--- src/common/waea_pkg.sv ---
/*
  Constants, mode codes and state encoding of the word-alterable
  memory access block.
  Assumes a 40 MHz system clock and a host that keeps its own timing duties.
*/
package waea_pkg;

  localparam int CLK_HZ = 40_000_000;
  localparam int ADDR_W = 6;
  localparam int DATA_W = 8;
  localparam int WORDS  = 64;
  localparam int CNT_W  = 22;

  // alteration cycle lengths in milliseconds
  localparam int ALTER_TIME_STD_MS = 50;
  localparam int ALTER_TIME_HR_MS  = 100;
  localparam int ALTER_CYC_STD = ALTER_TIME_STD_MS * (CLK_HZ / 1000);
  localparam int ALTER_CYC_HR  = ALTER_TIME_HR_MS * (CLK_HZ / 1000);

  // read access time in nanoseconds, only the standard time is converted to cycles
  localparam int ACC_TIME_STD_NS = 2000;
  localparam int ACC_TIME_EXT_NS = 4000;
  localparam int ACC_CYC_STD = ACC_TIME_STD_NS * (CLK_HZ / 1_000_000) / 1000;

  // content of a freshly erased word
  localparam logic [DATA_W-1:0] ERASED_FILL = 8'h00;

  // decoded mode: mode two is masked while mode one is high
  localparam logic [1:0] MODE_WRITE = 2'h0;
  localparam logic [1:0] MODE_ERASE = 2'h1;
  localparam logic [1:0] MODE_READ  = 2'h2;

  // index of each line in the edge detector
  localparam int LN_SEL  = 0;
  localparam int LN_C1   = 1;
  localparam int LN_C2   = 2;
  localparam int LN_CLK  = 3;
  localparam int LINES   = 4;

  typedef enum logic [3:0] {
    ST_IDLE  = 4'h1,
    ST_ALTER = 4'h2,
    ST_RWAIT = 4'h4,
    ST_HOLD  = 4'h8
  } waea_state_t;

endpackage : waea_pkg

--- src/hw/waea_word.sv ---
/*
  One stored word with its valid flag.
  Assumes the caller raises at most one of erase and write at a time.
*/
`timescale 1ns/10ps
`default_nettype none
module waea_word (
  input  wire logic                       clk,
  input  wire logic                       nrst,
  input  wire logic                       erase_en,
  input  wire logic                       write_en,
  input  wire logic [waea_pkg::DATA_W-1:0] wdata,
  output logic      [waea_pkg::DATA_W-1:0] word_q,
  output logic                            valid_q
);

  logic [waea_pkg::DATA_W-1:0] word_d;
  logic                        valid_d;

  // erase clears the cell, write loads it
  always_comb begin
    word_d  = word_q;
    valid_d = valid_q;
    if (erase_en) begin
      word_d  = waea_pkg::ERASED_FILL;
      valid_d = 1'b0;
    end else if (write_en) begin
      word_d  = wdata;
      valid_d = 1'b1;
    end
  end

  always_ff @(posedge clk or negedge nrst) begin
    if (!nrst) begin
      word_q  <= waea_pkg::ERASED_FILL;
      valid_q <= 1'b0;
    end else begin
      word_q  <= word_d;
      valid_q <= valid_d;
    end
  end

endmodule : waea_word
`default_nettype wire

--- src/hw/waea_top.sv ---
/*
  Access logic of a 64 by 8 word-alterable memory: select decode, mode
  decode, edge arming, timed erase and write, timed read with held output.
  Assumes all pins synchronous to clk; the data bus wire is resolved
  outside from data_out and data_oe_n.
  Assumes the host holds the mode for the whole alteration cycle.
*/
`timescale 1ns/10ps
`default_nettype none
module waea_top #(
  parameter int ALTER_CYC = waea_pkg::ALTER_CYC_STD
) (
  input  wire logic                        clk,
  input  wire logic                        nrst,
  input  wire logic                        cs_hi,
  input  wire logic                        cs_lo_n,
  input  wire logic                        mode_c1,
  input  wire logic                        mode_c2,
  input  wire logic                        rd_clk,
  input  wire logic [waea_pkg::ADDR_W-1:0] addr,
  input  wire logic [waea_pkg::DATA_W-1:0] data_in,
  output logic      [waea_pkg::DATA_W-1:0] data_out,
  output logic                             data_oe_n,
  output logic                             power_down,
  output logic                             alter_busy,
  output logic                             data_undef
);

  localparam logic [waea_pkg::CNT_W-1:0] ALTER_LAST =
    waea_pkg::CNT_W'(ALTER_CYC - 1);
  localparam logic [waea_pkg::CNT_W-1:0] ACC_LAST =
    waea_pkg::CNT_W'(waea_pkg::ACC_CYC_STD - 1);

  waea_pkg::waea_state_t            state_q, state_d;
  logic [waea_pkg::CNT_W-1:0]       cnt_q, cnt_d;
  logic [waea_pkg::LINES-1:0]       prev_q, lines_now;
  logic                             armed_q, armed_d;
  logic [1:0]                       op_mode_q, op_mode_d;
  logic [waea_pkg::ADDR_W-1:0]      op_addr_q, op_addr_d;
  logic [waea_pkg::DATA_W-1:0]      op_data_q, op_data_d;
  logic [waea_pkg::DATA_W-1:0]      dout_q, dout_d;
  logic                             oe_n_q, oe_n_d;
  logic                             undef_q, undef_d;
  logic                             pd_q, busy_q;
  logic                             pd_d, busy_d;
  logic                             sel, any_edge, rd_rise, commit;
  logic [1:0]                       mode_now;

  logic [waea_pkg::DATA_W-1:0]      word_q [waea_pkg::WORDS];
  logic [waea_pkg::WORDS-1:0]       valid_q;

  // select and mode decode
  assign sel      = cs_hi & ~cs_lo_n;
  assign mode_now = {mode_c1, mode_c2 & ~mode_c1};

  // decoded select and raw mode and read pulse levels watched for edges
  always_comb begin
    lines_now                   = '0;
    lines_now[waea_pkg::LN_SEL] = sel;
    lines_now[waea_pkg::LN_C1]  = mode_c1;
    lines_now[waea_pkg::LN_C2]  = mode_c2;
    lines_now[waea_pkg::LN_CLK] = rd_clk;
  end

  // edge on decoded select, either mode line or the read pulse arms the next alteration
  // raw mode two counts too, though a read ignores its level
  assign any_edge = |(lines_now ^ prev_q);
  assign rd_rise  = rd_clk & ~prev_q[waea_pkg::LN_CLK];

  // main sequencer
  // one operation at a time; abort and alteration completion fall back to idle, a read completes into hold
  always_comb begin
    state_d   = state_q;
    cnt_d     = cnt_q;
    armed_d   = armed_q | any_edge;
    op_mode_d = op_mode_q;
    op_addr_d = op_addr_q;
    op_data_d = op_data_q;
    dout_d    = dout_q;
    undef_d   = undef_q;
    commit    = 1'b0;
    case (state_q)
      waea_pkg::ST_IDLE: begin
        // a read needs a fresh rising pulse, an alteration an armed edge
        if (sel && mode_c1 && rd_rise) begin
          state_d   = waea_pkg::ST_RWAIT;
          cnt_d     = '0;
          op_mode_d = mode_now;
          op_addr_d = addr;
          armed_d   = 1'b0;
        end else if (sel && !mode_c1 && armed_d) begin
          state_d   = waea_pkg::ST_ALTER;
          cnt_d     = '0;
          op_mode_d = mode_now;
          op_addr_d = addr;
          op_data_d = data_in;
          armed_d   = 1'b0;
        end
      end
      waea_pkg::ST_ALTER: begin
        if (!sel || mode_now != op_mode_q) begin
          // abort drops the cycle, the word keeps its value
          state_d = waea_pkg::ST_IDLE;
        end else if (cnt_q == ALTER_LAST) begin
          state_d = waea_pkg::ST_IDLE;
          commit  = 1'b1;
        end else begin
          cnt_d = cnt_q + 1'b1;
        end
      end
      waea_pkg::ST_RWAIT: begin
        if (!sel || mode_now != op_mode_q) begin
          state_d = waea_pkg::ST_IDLE;
        end else if (cnt_q == ACC_LAST) begin
          // sampled once here; later address changes are not tracked
          state_d = waea_pkg::ST_HOLD;
          dout_d  = word_q[op_addr_q];
          undef_d = ~valid_q[op_addr_q];
        end else begin
          cnt_d = cnt_q + 1'b1;
        end
      end
      waea_pkg::ST_HOLD: begin
        if (!sel || mode_now != op_mode_q) begin
          state_d = waea_pkg::ST_IDLE;
        end else if (rd_rise) begin
          // a new pulse restarts the wait, old data stays driven
          state_d   = waea_pkg::ST_RWAIT;
          cnt_d     = '0;
          op_addr_d = addr;
          armed_d   = 1'b0;
        end
      end
      default: begin
        state_d = waea_pkg::ST_IDLE;
      end
    endcase
  end

  // output enable follows the sequencer
  always_comb begin
    if (!sel) begin
      oe_n_d = 1'b1;
    end else if (state_d == waea_pkg::ST_HOLD) begin
      oe_n_d = 1'b0;
    end else if (state_d == waea_pkg::ST_RWAIT) begin
      oe_n_d = oe_n_q;
    end else begin
      oe_n_d = 1'b1;
    end
  end

  // pin status flags: low power while deselected, busy while timing an alteration
  always_comb begin
    pd_d   = ~sel;
    busy_d = (state_d == waea_pkg::ST_ALTER);
  end

  // pin-facing flags, each straight from a flip-flop
  always_ff @(posedge clk or negedge nrst) begin
    if (!nrst) begin
      oe_n_q <= 1'b1;
      pd_q   <= 1'b1;
      busy_q <= 1'b0;
    end else begin
      oe_n_q <= oe_n_d;
      pd_q   <= pd_d;
      busy_q <= busy_d;
    end
  end

  // sequencer registers; armed out of reset so no edge is needed at start
  always_ff @(posedge clk or negedge nrst) begin
    if (!nrst) begin
      state_q   <= waea_pkg::ST_IDLE;
      cnt_q     <= '0;
      prev_q    <= '0;
      armed_q   <= 1'b1;
      op_mode_q <= waea_pkg::MODE_WRITE;
      op_addr_q <= '0;
      op_data_q <= '0;
      dout_q    <= '0;
      undef_q   <= 1'b0;
    end else begin
      state_q   <= state_d;
      cnt_q     <= cnt_d;
      prev_q    <= lines_now;
      armed_q   <= armed_d;
      op_mode_q <= op_mode_d;
      op_addr_q <= op_addr_d;
      op_data_q <= op_data_d;
      dout_q    <= dout_d;
      undef_q   <= undef_d;
    end
  end

  // word array, one cell per address
  // only the cell at the latched address sees the commit strobe
  genvar gi;
  generate
    for (gi = 0; gi < waea_pkg::WORDS; gi++) begin : g_word
      waea_word u_word (
        .clk      (clk),
        .nrst     (nrst),
        .erase_en (commit && op_mode_q == waea_pkg::MODE_ERASE &&
                   op_addr_q == waea_pkg::ADDR_W'(gi)),
        .write_en (commit && op_mode_q == waea_pkg::MODE_WRITE &&
                   op_addr_q == waea_pkg::ADDR_W'(gi)),
        .wdata    (op_data_q),
        .word_q   (word_q[gi]),
        .valid_q  (valid_q[gi])
      );
    end
  endgenerate

  assign data_out   = dout_q;
  assign data_oe_n  = oe_n_q;
  assign power_down = pd_q;
  assign alter_busy = busy_q;
  assign data_undef = undef_q;

endmodule : waea_top
`default_nettype wire

--- config.mk ---
export PLATFORM = sky130hd
export DESIGN_NAME = waea_top
export DESIGN_NICKNAME = d
export VERILOG_FILES = /design/src/common/waea_pkg.sv /design/src/hw/waea_word.sv /design/src/hw/waea_top.sv
export SDC_FILE = /design/constraint.sdc
export NUM_CORES = 1
export LEC_CHECK = 0
export CAP_MARGIN = 20
export CORE_UTILIZATION = 58
export DETAILED_ROUTE_END_ITERATION = 8
export DONT_BUFFER_PORTS = 1
export PLACE_DENSITY = 0.82
export SETUP_SLACK_MARGIN = 0.1
export SLEW_MARGIN = 0
export SYNTH_ARGS = -nofsm -noshare
export SYNTH_HDL_FRONTEND = slang
export SYNTH_SLANG_ARGS = --single-unit
--- constraint.sdc ---
create_clock -name clk -period 3 [get_ports clk]
set_clock_uncertainty 0.05 [all_clocks]
set_input_delay 0.3 -clock clk [delete_from_list [all_inputs] [get_ports clk]]
set_output_delay 0.3 -clock clk [all_outputs]
set_load 0.05 [all_outputs]
# Word-level counts from Yosys, hierarchy flattened
# Index checks and enable logic that the tools add are counted.
# totals
word_cells	747
output_inout_bits	12
ff_bits	635
input_bits	21
# classes
eq_ne	82
order_cmp	2
muxes	297
n_reduce_logical	212
n_bitwise	13
add_sub_neg	1
# ops
op	n
$mux W8	130
$eq A6 B6 Y1 const B	32
$mux W22	8
$mux W1	139
$logic_and A1 B1 Y1	134
$reduce_bool A2 Y1	66
$eq A6 B5 Y1 const B	16
$pmux W22 S4	1
$bmux W8 S6	1
$eq A6 B4 Y1 const B	8
$mux W4	8
$eq A6 B3 Y1 const B	4
$mux W6	4
$add A22 B1 Y22 const B	1
$eq A22 B21 Y1 const B	1
$eq A22 B7 Y1 const B	1
$pmux W4 S4	1
$eq A6 B2 Y1 const B	2
$ne A2 B2 Y1 const B	6
$pmux W6 S2	1
$eq A4 B2 Y1 const B	2
$eq A4 B3 Y1 const B	2
$eq A4 B4 Y1 const B	2
$reduce_and A8 Y1	1
other kinds (24)	36

# Longest topological paths before layout
# Gate-level depths: netlist (run 1).
# depth
depth_word	13
depth_mapped	12
mapped_depth_nobuf	8

# Cells and area by module
# A second synthesis (run 1) with hierarchy kept.
# unflattened
cells_unflattened	2756
area_unflattened_um2	31522.7
# by_module_without_submodules
mod	seq_area_each_um2	area_each_um2	instances	cells_per_inst
waea_word	225.2	357.8	64	29
waea_top	1481.4	8620.8	1	900

# Worst setup path after synthesis (run 1)
# No wires, ideal clock.
# synth_timing
kind	reg-to-reg
startpoint	reg cnt_q[0] (netlist name)
endpoint	reg g_word[47].u_word.word_q[0] (netlist name)
path_stages_with_launch	11
setup_time_ps	125
t_arrival_ps	2859
path_buffers	4
period_less_slack_ps	3034
t_required_ps	2825
setup_slack_ps	-34
path_cell_list	dfrtp_1 > ha_1 > nand3_2 > or4_1 > buf_2 > or3_4 > buf_6 > buf_8 > buf_6 > nor3_4 > mux2_2
# synth_between
elab_chain_cells	7
word_cells_on_any_way	10
cone_classes	eq/ne (1); mux (4); reduce/logical (5)
# synth_rtl
element	line_no	text
start, declared	waea_top.sv:35	logic [waea_pkg::CNT_W-1:0] cnt_q, cnt_d;
start signal, assigned	waea_top.sv:186	cnt_q <= cnt_d;
$eq A22 B21 Y1 *	waea_top.sv:104	end else if (cnt_q == ALTER_LAST) begin
$mux W1 *	waea_top.sv:104	
$mux W1 *	waea_top.sv:101	if (!sel || mode_now != op_mode_q) begin
$mux W1 *	waea_top.sv:82	case (state_q)
$logic_and A1 B1 Y1, on equally long branches (2 in a row)	waea_top.sv:205, waea_top.sv:207	
$mux W8 or $reduce_bool A2 Y1 (tied branches)	--	
end signal, assigned	waea_word.sv:35	word_q <= waea_pkg::ERASED_FILL;
end signal, assigned	waea_word.sv:38	word_q <= word_d;
end, declared	waea_word.sv:13	output logic [waea_pkg::DATA_W-1:0] word_q,
# Every way passes the cells marked *; elsewhere a longest branch is shown, timed or not.
# A chain may end at the register's enable or synchronous reset.

# Final worst setup path (run 1)
# layout_timing
startpoint	reg state_q[2]
endpoint	reg g_word[23].u_word.word_q[1] (netlist name)
# layout_between
elab_chain_cells	5
word_cells_on_any_way	8
cone_classes	eq/ne (1); mux (2); reduce/logical (5)
# layout_rtl
element	line_no	text
start, declared	waea_top.sv:34	waea_pkg::waea_state_t state_q, state_d;
start signal, assigned	waea_top.sv:175	state_q <= waea_pkg::ST_IDLE;
start signal, assigned	waea_top.sv:185	state_q <= state_d;
$eq A4 B2 Y1 *	waea_top.sv:82	
$mux W1 *	waea_top.sv:82	
$logic_and A1 B1 Y1, on equally long branches (2 in a row)	waea_top.sv:205, waea_top.sv:207	
$mux W8 or $reduce_bool A2 Y1 (tied branches)	--	
end signal, assigned	waea_word.sv:35	
end signal, assigned	waea_word.sv:38	
end, declared	waea_word.sv:13	
# Marked as above.

==> flow_summary.toml, run 1 <==
[run_status]
status = "finished with violations"
violations = "hold timing, slew limit"

[sta]
whs_ns = -0.649
finalCriticalPeriod_ns = 2.94
slew_headroom_pct = -34.3
timing.fmax_mhz = 340
hold_violations = 635
period_share_pct = 98.0
fin_ws_ns = 0.0590
grt_setup_unrepaired = "yes"
tightest_slew_ns = 2.01
slew_violations = 239
setup_viol = 0

[finish]
fillers = 3327
regArea_um2 = 15900
area_growth_pct = 16.0
final_cell_mix = "627 x dfrtp_1, 401 x nand2_1, 337 x o21ai_0, 194 x buf_4, 167 x a22o_1"
mostFrequentLayoutCell = "dfrtp_1"
finalNetCount = 2624
multi_input_area_um2 = 12400
final_layout_size_suffix_gt1_share_pct = 22.6

[synth]
ys_types = 68
syn_nets = 2514
yosysSeqAreaShare_pct = 54.9
synthArstFlopShare_pct = 100
ys_warn_count = 0
ys_ff_latch = 635
avgSynthCellArea_um2 = 11.6
syn_inst = 2491
synth_edf_count = 0
synth.cell_area_um2 = 29000
ys.flop_type = "dfrtp_1"

[clocking]
cts_tree = "built"
path_clk_slew_ns = 0.06
ctsHtreeMaxLevel = 3
cts_made_buffers = 67
clock_sinks = 635
clock_path_buffers = 3
postCtsHoldBufs = 19
clk_latency_ns = 0.62
cts_root_buffer = "clkbuf_16"

[global_routing]
grt_pass1_wl_um = 140000
grt_pass1_vias = 23300
grt_overflow = 0
antenna_found_initial = 3
grt_max_degree = 636
grt_usage_pct = 37.0

[setup_path]
cp_max_fo = 6
reg2regPathDepth = 8
critPathCaptureType = "flip-flop"
worstPathArrival_ns = 3.38
crit_type = "flip-flop to flip-flop"
r2r_end = "g_word[23].u_word.word_q[1]"
r2r-start = "state_q[2]"
ff2ff_setup_slack_ns = 0.06
cp-start-kind = "flip-flop"
critPathRequiredTime_ns = 3.44

[power]
sw_frac_of_total_pct = 33.8
clockPowerShare_pct = 36.6
totalPowerFinal_w = 0.0231
peakVddDrop_mv = 0.555
powerDensity_nw_per_um2 = 688
leakagePower_nw = 14.9
switching_power_w = 0.00782
pwr-share-seq_pct = 39.5
p_int_w = 0.0153
comb_power_share_pct = 23.9

[floorplan]
die_area_um2 = 50800
rows = 81
fp.coreArea_um2 = 49100
ios = 33
start_util_pct = 59.0
die_h_um = 225
die_width_um = 225

[placement]
dp_slack_ns = 0.00512
hpwl_um = 57200
numPortBuffers = 0
routabilityCongestion = 0.989

[drt]
firstDrtPassIters = 7
drtIter0Drc = 3405
vias_per_cell = 6.96
wire_per_inst_um = 27.9
routed_wirelength_um = 92600
dr_total_vias = 23100
antenna_left = 0
drcViolationCount = 0

[hold_path]
hold_class = "primary input to asynchronous set/reset pin"

[job]
maxCapViolCount = 0
[power groups by stage]
stage	sequential (W)	combinational, W	clock, W
2_1_floorplan	0.00889	0.00303	0
3_3_place_gp	0.00925	0.00504	0
3_5_place_dp	0.00925	0.00511	0
4_1_cts	0.00910	0.00518	0.00847
5_1_grt	0.00913	0.00555	0.00882
6_report	0.00913	0.00553	0.00845
[Yosys cell counts, types with 5 or more instances]
library cell  count  area [um^2]
a2111oi_0         7         61.3
a211oi_1          6         45.0
a21oi_1          34          170
a221oi_1         11         96.3
a22o_1          167         1460
a22oi_1          18          135
a31oi_1          13         81.3
a32o_1           31          310
and2_1           10         62.6
and3_1            5         31.3
buf_1            24         90.1
buf_2            26          130
clkbuf_1        156          586
dfrtp_1         631        15800
inv_1            11         41.3
mux2_2           63          709
mux2i_1          64          641
mux4_2          120         2700
nand2_1         401         1510
nand2b_1         25          156
nand3_1          50          250
nand4_1          25          156
nor2_1           50          188
nor2b_1          21          131
nor3_1           15         75.1
nor4_1           14         87.6
nor4_4           19          404
o21a_1            5         37.5
o21ai_0         340         1700
o21ai_1          12         60.1
o221ai_1          6         52.6
o31ai_1          13         97.6
or2_2             7         43.8
or3_1            10         62.6
or4_1            20          150
[final cells by class]
class	instances	area share, %
Antenna cell	2	0.0149
Clock buffer	100	5.90
Clock inverter	17	0.678
Inverter	12	0.134
Multi-Input combinational cell	1635	36.9
Sequential cell	635	47.3
Tap cell	664	2.47
Timing Repair Buffer	250	6.59
[cells by family (layout without fill, tap and decap cells)]
kind of cell	after synthesis	count (layout)	synth area share [%]
fa+ha+maj	2	2	0.0864
buf+inv	223	379	3.18
compound gates	682	682	15.4
xor+xnor	4	4	0.121
simple gates	698	700	12.3
other cells	0	2	0
flops	635	635	54.9
mux	247	247	14.0
[how the worst max path moves through the flow]
| stage | endpoint | cells past startpoint | startpoint | slack, ns |
|---|---|---|---|---|
| finish | g_word[23].u_word.word_q[1] | 8 | state_q[2] | 0.06 |
| global route | g_word[50].u_word.word_q[7] | 9 | state_q[2] | -0.02 |
| CTS | g_word[50].u_word.valid_q | 8 | state_q[2] | 0.05 |
| detailed placement | g_word[15].u_word.word_q[3] | 6 | cnt_q[1] | 0.005 |
| global placement | g_word[49].u_word.word_q[2] | 6 | cnt_q[1] | 0.08 |
| floorplan | g_word[47].u_word.word_q[0] | 10 | cnt_q[0] | -0.01 |
[routing by layer]
layer	wire (um)	track usage, %	part of all wire (%)	up-vias
met4	5340	18.5	5.8	4
met3	13200	13.4	14	401
li1	-	-	-	9398
met2	40700	54.5	44	1681
met5	21	0	0.023	-
met1	33400	48.5	36	11600
[sequential cells by signal, summed over array words and instances (netlist names)]
signal and cells:
op_data_q 8, power_down 1, state_q 4, data_oe_n 1
armed_q 1, op_addr_q 6, alter_busy 1, op_mode_q 2
g_word.u_word.word_q 512, data_out 8, g_word.u_word.valid_q 64, prev_q 4
data_undef 1, cnt_q 22
[repair_timing]
action | CTS | global route
buffers inserted | 1 | 18
endpoints found under the setup margin | 118 | 298
gates resized for setup | 6 | 64
pin swaps | 3 | 12
hold endpoints to repair | 659 | 635
cloned | 0 | 10
[worst max-delay path: stages (launching register included)]
cell and delay, ns:
dfrtp_1 0.43, or4b_4 0.52, nand4b_4 0.26, or3_4 0.47, buf_6 0.16, nor4_4 0.26
buf_4 0.20, clkbuf_16 0.15, mux2_4 0.29
[through the flow]
stage / cells / setup TNS (ns) / util (%) / hold slack (ns) / instance area (um^2)
4_1_cts: 3285 / 0 / 67.5 / -0.633 / 33100
3_3_place_gp: 3148 / 0 / 62.5 / 0.00693 / 30700
6_report: 3315 / 0 / 68.5 / -0.649 / 33600
5_1_grt: 3314 / -0.103 / 68.5 / -0.669 / 33600
2_1_floorplan: 2491 / -0.0423 / - / -0.0456 / 29100
3_5_place_dp: 3148 / 0 / 62.5 / 0.00179 / 30700
Note: power is estimated with default switching activity, not from simulation.
==> inputs of run 2 (changes only) <==
- MAX_ROUTING_LAYER: default -> met4
==> run 2 against run 1 <==
Compared with the run above:
- the flow still finishes with violations (hold timing, slew limit)
- critical path depth stayed put
- design area shrank 0.68%
- largest power group unchanged
- sequential power is 0.8% lower
==> flow_summary.toml, run 2 (synthesis results as in run 1) <==
[clocking]
clock_path_buffers = 3
clk_latency_ns = 0.62
path_clk_slew_ns = 0.06
cts_root_buffer = "clkbuf_16"
postCtsHoldBufs = 20
cts_made_buffers = 66
ctsHtreeMaxLevel = 3
cts_tree = "built"
clock_sinks = 635

[setup_path]
cpMostUsedCell = "buf_4"
cpPeakStageDelay_ns = 0.55
path_cells = "or4b_1 -> nand4b_4 -> or3_4 -> buf_4 -> or3_1 -> buf_4 -> nand2_1 -> o21ai_0"
worstPathArrival_ns = 3.37
crit_type = "flip-flop to flip-flop"
critPathCaptureType = "flip-flop"
cp-start-kind = "flip-flop"
critPathRequiredTime_ns = 3.40
cp_slowest_cell = "or4b_1"
cp_max_fo = 18

[placement]
routabilityCongestion = 1.02
numPortBuffers = 0
placed_area_um2 = 30700
dp_slack_ns = 0.0167
dp.cells = 3152
hpwl_um = 57900

[floorplan]
die_area_um2 = 50800
fp.coreArea_um2 = 49100
start_util_pct = 59.0
ios = 33
rows = 81
die_width_um = 225
die_h_um = 225

[run_status]
status = "finished with violations"
violations = "hold timing, slew limit"

[sta]
tightest_slew_ns = 3.02
grt_setup_unrepaired = "yes"
fin_tns_setup_ns = 0
whs_ns = -0.642
finalCriticalPeriod_ns = 2.97
period_share_pct = 99.0
slew_violations = 394
slew_headroom_pct = -101
timing.fmax_mhz = 337
fin_ws_ns = 0.0294
hold_violations = 531
setup_viol = 0

[drt]
drtIter0Drc = 3138
wire_per_inst_um = 28.0
antenna_left = 0
vias_per_cell = 6.93
routed_wirelength_um = 92600
drcViolationCount = 0
dr_total_vias = 22900
firstDrtPassIters = 7

[finish]
area_growth_pct = 15.2
regMostFlops = "g_word.u_word.word_q"
stdcell_count = 3312
mostFrequentLayoutCell = "dfrtp_1"
final_area_um2 = 33400
final_cell_mix = "627 x dfrtp_1, 400 x nand2_1, 340 x o21ai_0, 206 x buf_4, 167 x a22o_1"
reg.largest.list = "g_word.u_word.word_q x512, g_word.u_word.valid_q x64, cnt_q x22"
final_layout_size_suffix_gt1_share_pct = 22.1
finalNetCount = 2616
largest_reg_flops = 512

[global_routing]
grt_pass1_wl_um = 141000
grt_pass1_vias = 23400
grt_max_degree = 636
grt_overflow = 0
grt_usage_pct = 38.6
antenna_found_initial = 4

[hold_path]
hold_class = "primary input to asynchronous set/reset pin"

[power]
peakVddDrop_mv = 0.501
leakagePower_nw = 14.8
powerDensity_nw_per_um2 = 696

[job]
maxCapViolCount = 0
## run 2: changes by cell type in the layout (fill, tap and decap cells not counted), moves of 4 or more
cell and change:
clkbuf_16 -4, clkbuf_8 +4, buf_4 +12, mux2_2 +8
or4_4 -5, buf_6 -12, or4_1 +5, or3_1 +4
or3_4 -4, mux2_4 -8
## run 2: final timing paths
kind | startpoint | end | slack [ns] | depth (start not counted)
setup / recovery | state_q[2] | g_word[50].u_word.valid_q | 0.03 | 8
hold / removal | nrst | g_word[28].u_word.word_q[0] | -0.64 | 0
setup reg to reg | state_q[2] | g_word[50].u_word.valid_q | 0.03 | 8
hold reg to reg | g_word[52].u_word.valid_q | g_word[52].u_word.valid_q | 0.43 | 2
max in group asynchronous | nrst | op_mode_q[0] | 0.80 | 0
min in group clk | mode_c1 | state_q[0] | 0.11 | 4
## run 2: critical path: cells and delay by family, from the launching register on
family                 cells  cell delay, ns
AND/OR/NAND/NOR            5            1.82
flip-flops                 1            0.44
buffers and inverters      2            0.41
AO/OA/AOI/OAI              1            0.08
## run 2: repair_timing
action,CTS,global route
setup endpoints to repair,154,232
cloned,0,4
buffers inserted,3,9
gates resized for setup,8,15
pin swaps,3,4
hold endpoints to repair,659,635
## run 2: through the flow
stage                     util (%)  total power, W
final                         68.0          0.0232
after global routing          68.0          0.0236
after CTS                     67.7          0.0229
after detailed placement      62.6          0.0144
after global placement        62.6          0.0144
after floorplan                  -          0.0119
## run 2: metal layers
metal  up-vias  routed length (um)  share of wire (%)  track usage (%)
met5         -                   0                  0                -
met4         0                5790                6.2             20.1
met3       436               12300                 13             12.5
met2      1624               40800                 44             55.4
met1     11500               33700                 36             49.0
li1       9391                   -                  -                -
## run 2: report_power, final
group / internal, W / total [W] / switching (W)
clock: 0.00493 / 0.00846 / 0.00352
sequential: 0.00869 / 0.00906 / 0.000373
combinational: 0.00173 / 0.00572 / 0.00399
## run 2: cell type report
| class | count | area (um^2) |
|---|---|---|
| flip-flops and latches | 635 | 15900 |
| clock buffers | 100 | 1980 |
| well taps | 664 | 831 |
| fillers | 3420 | 15700 |
| clock inverters | 19 | 243 |
| multi-input cells | 1636 | 12300 |
| inverters | 12 | 45.0 |
| diodes | 4 | 10.0 |
| repair buffers | 242 | 2030 |
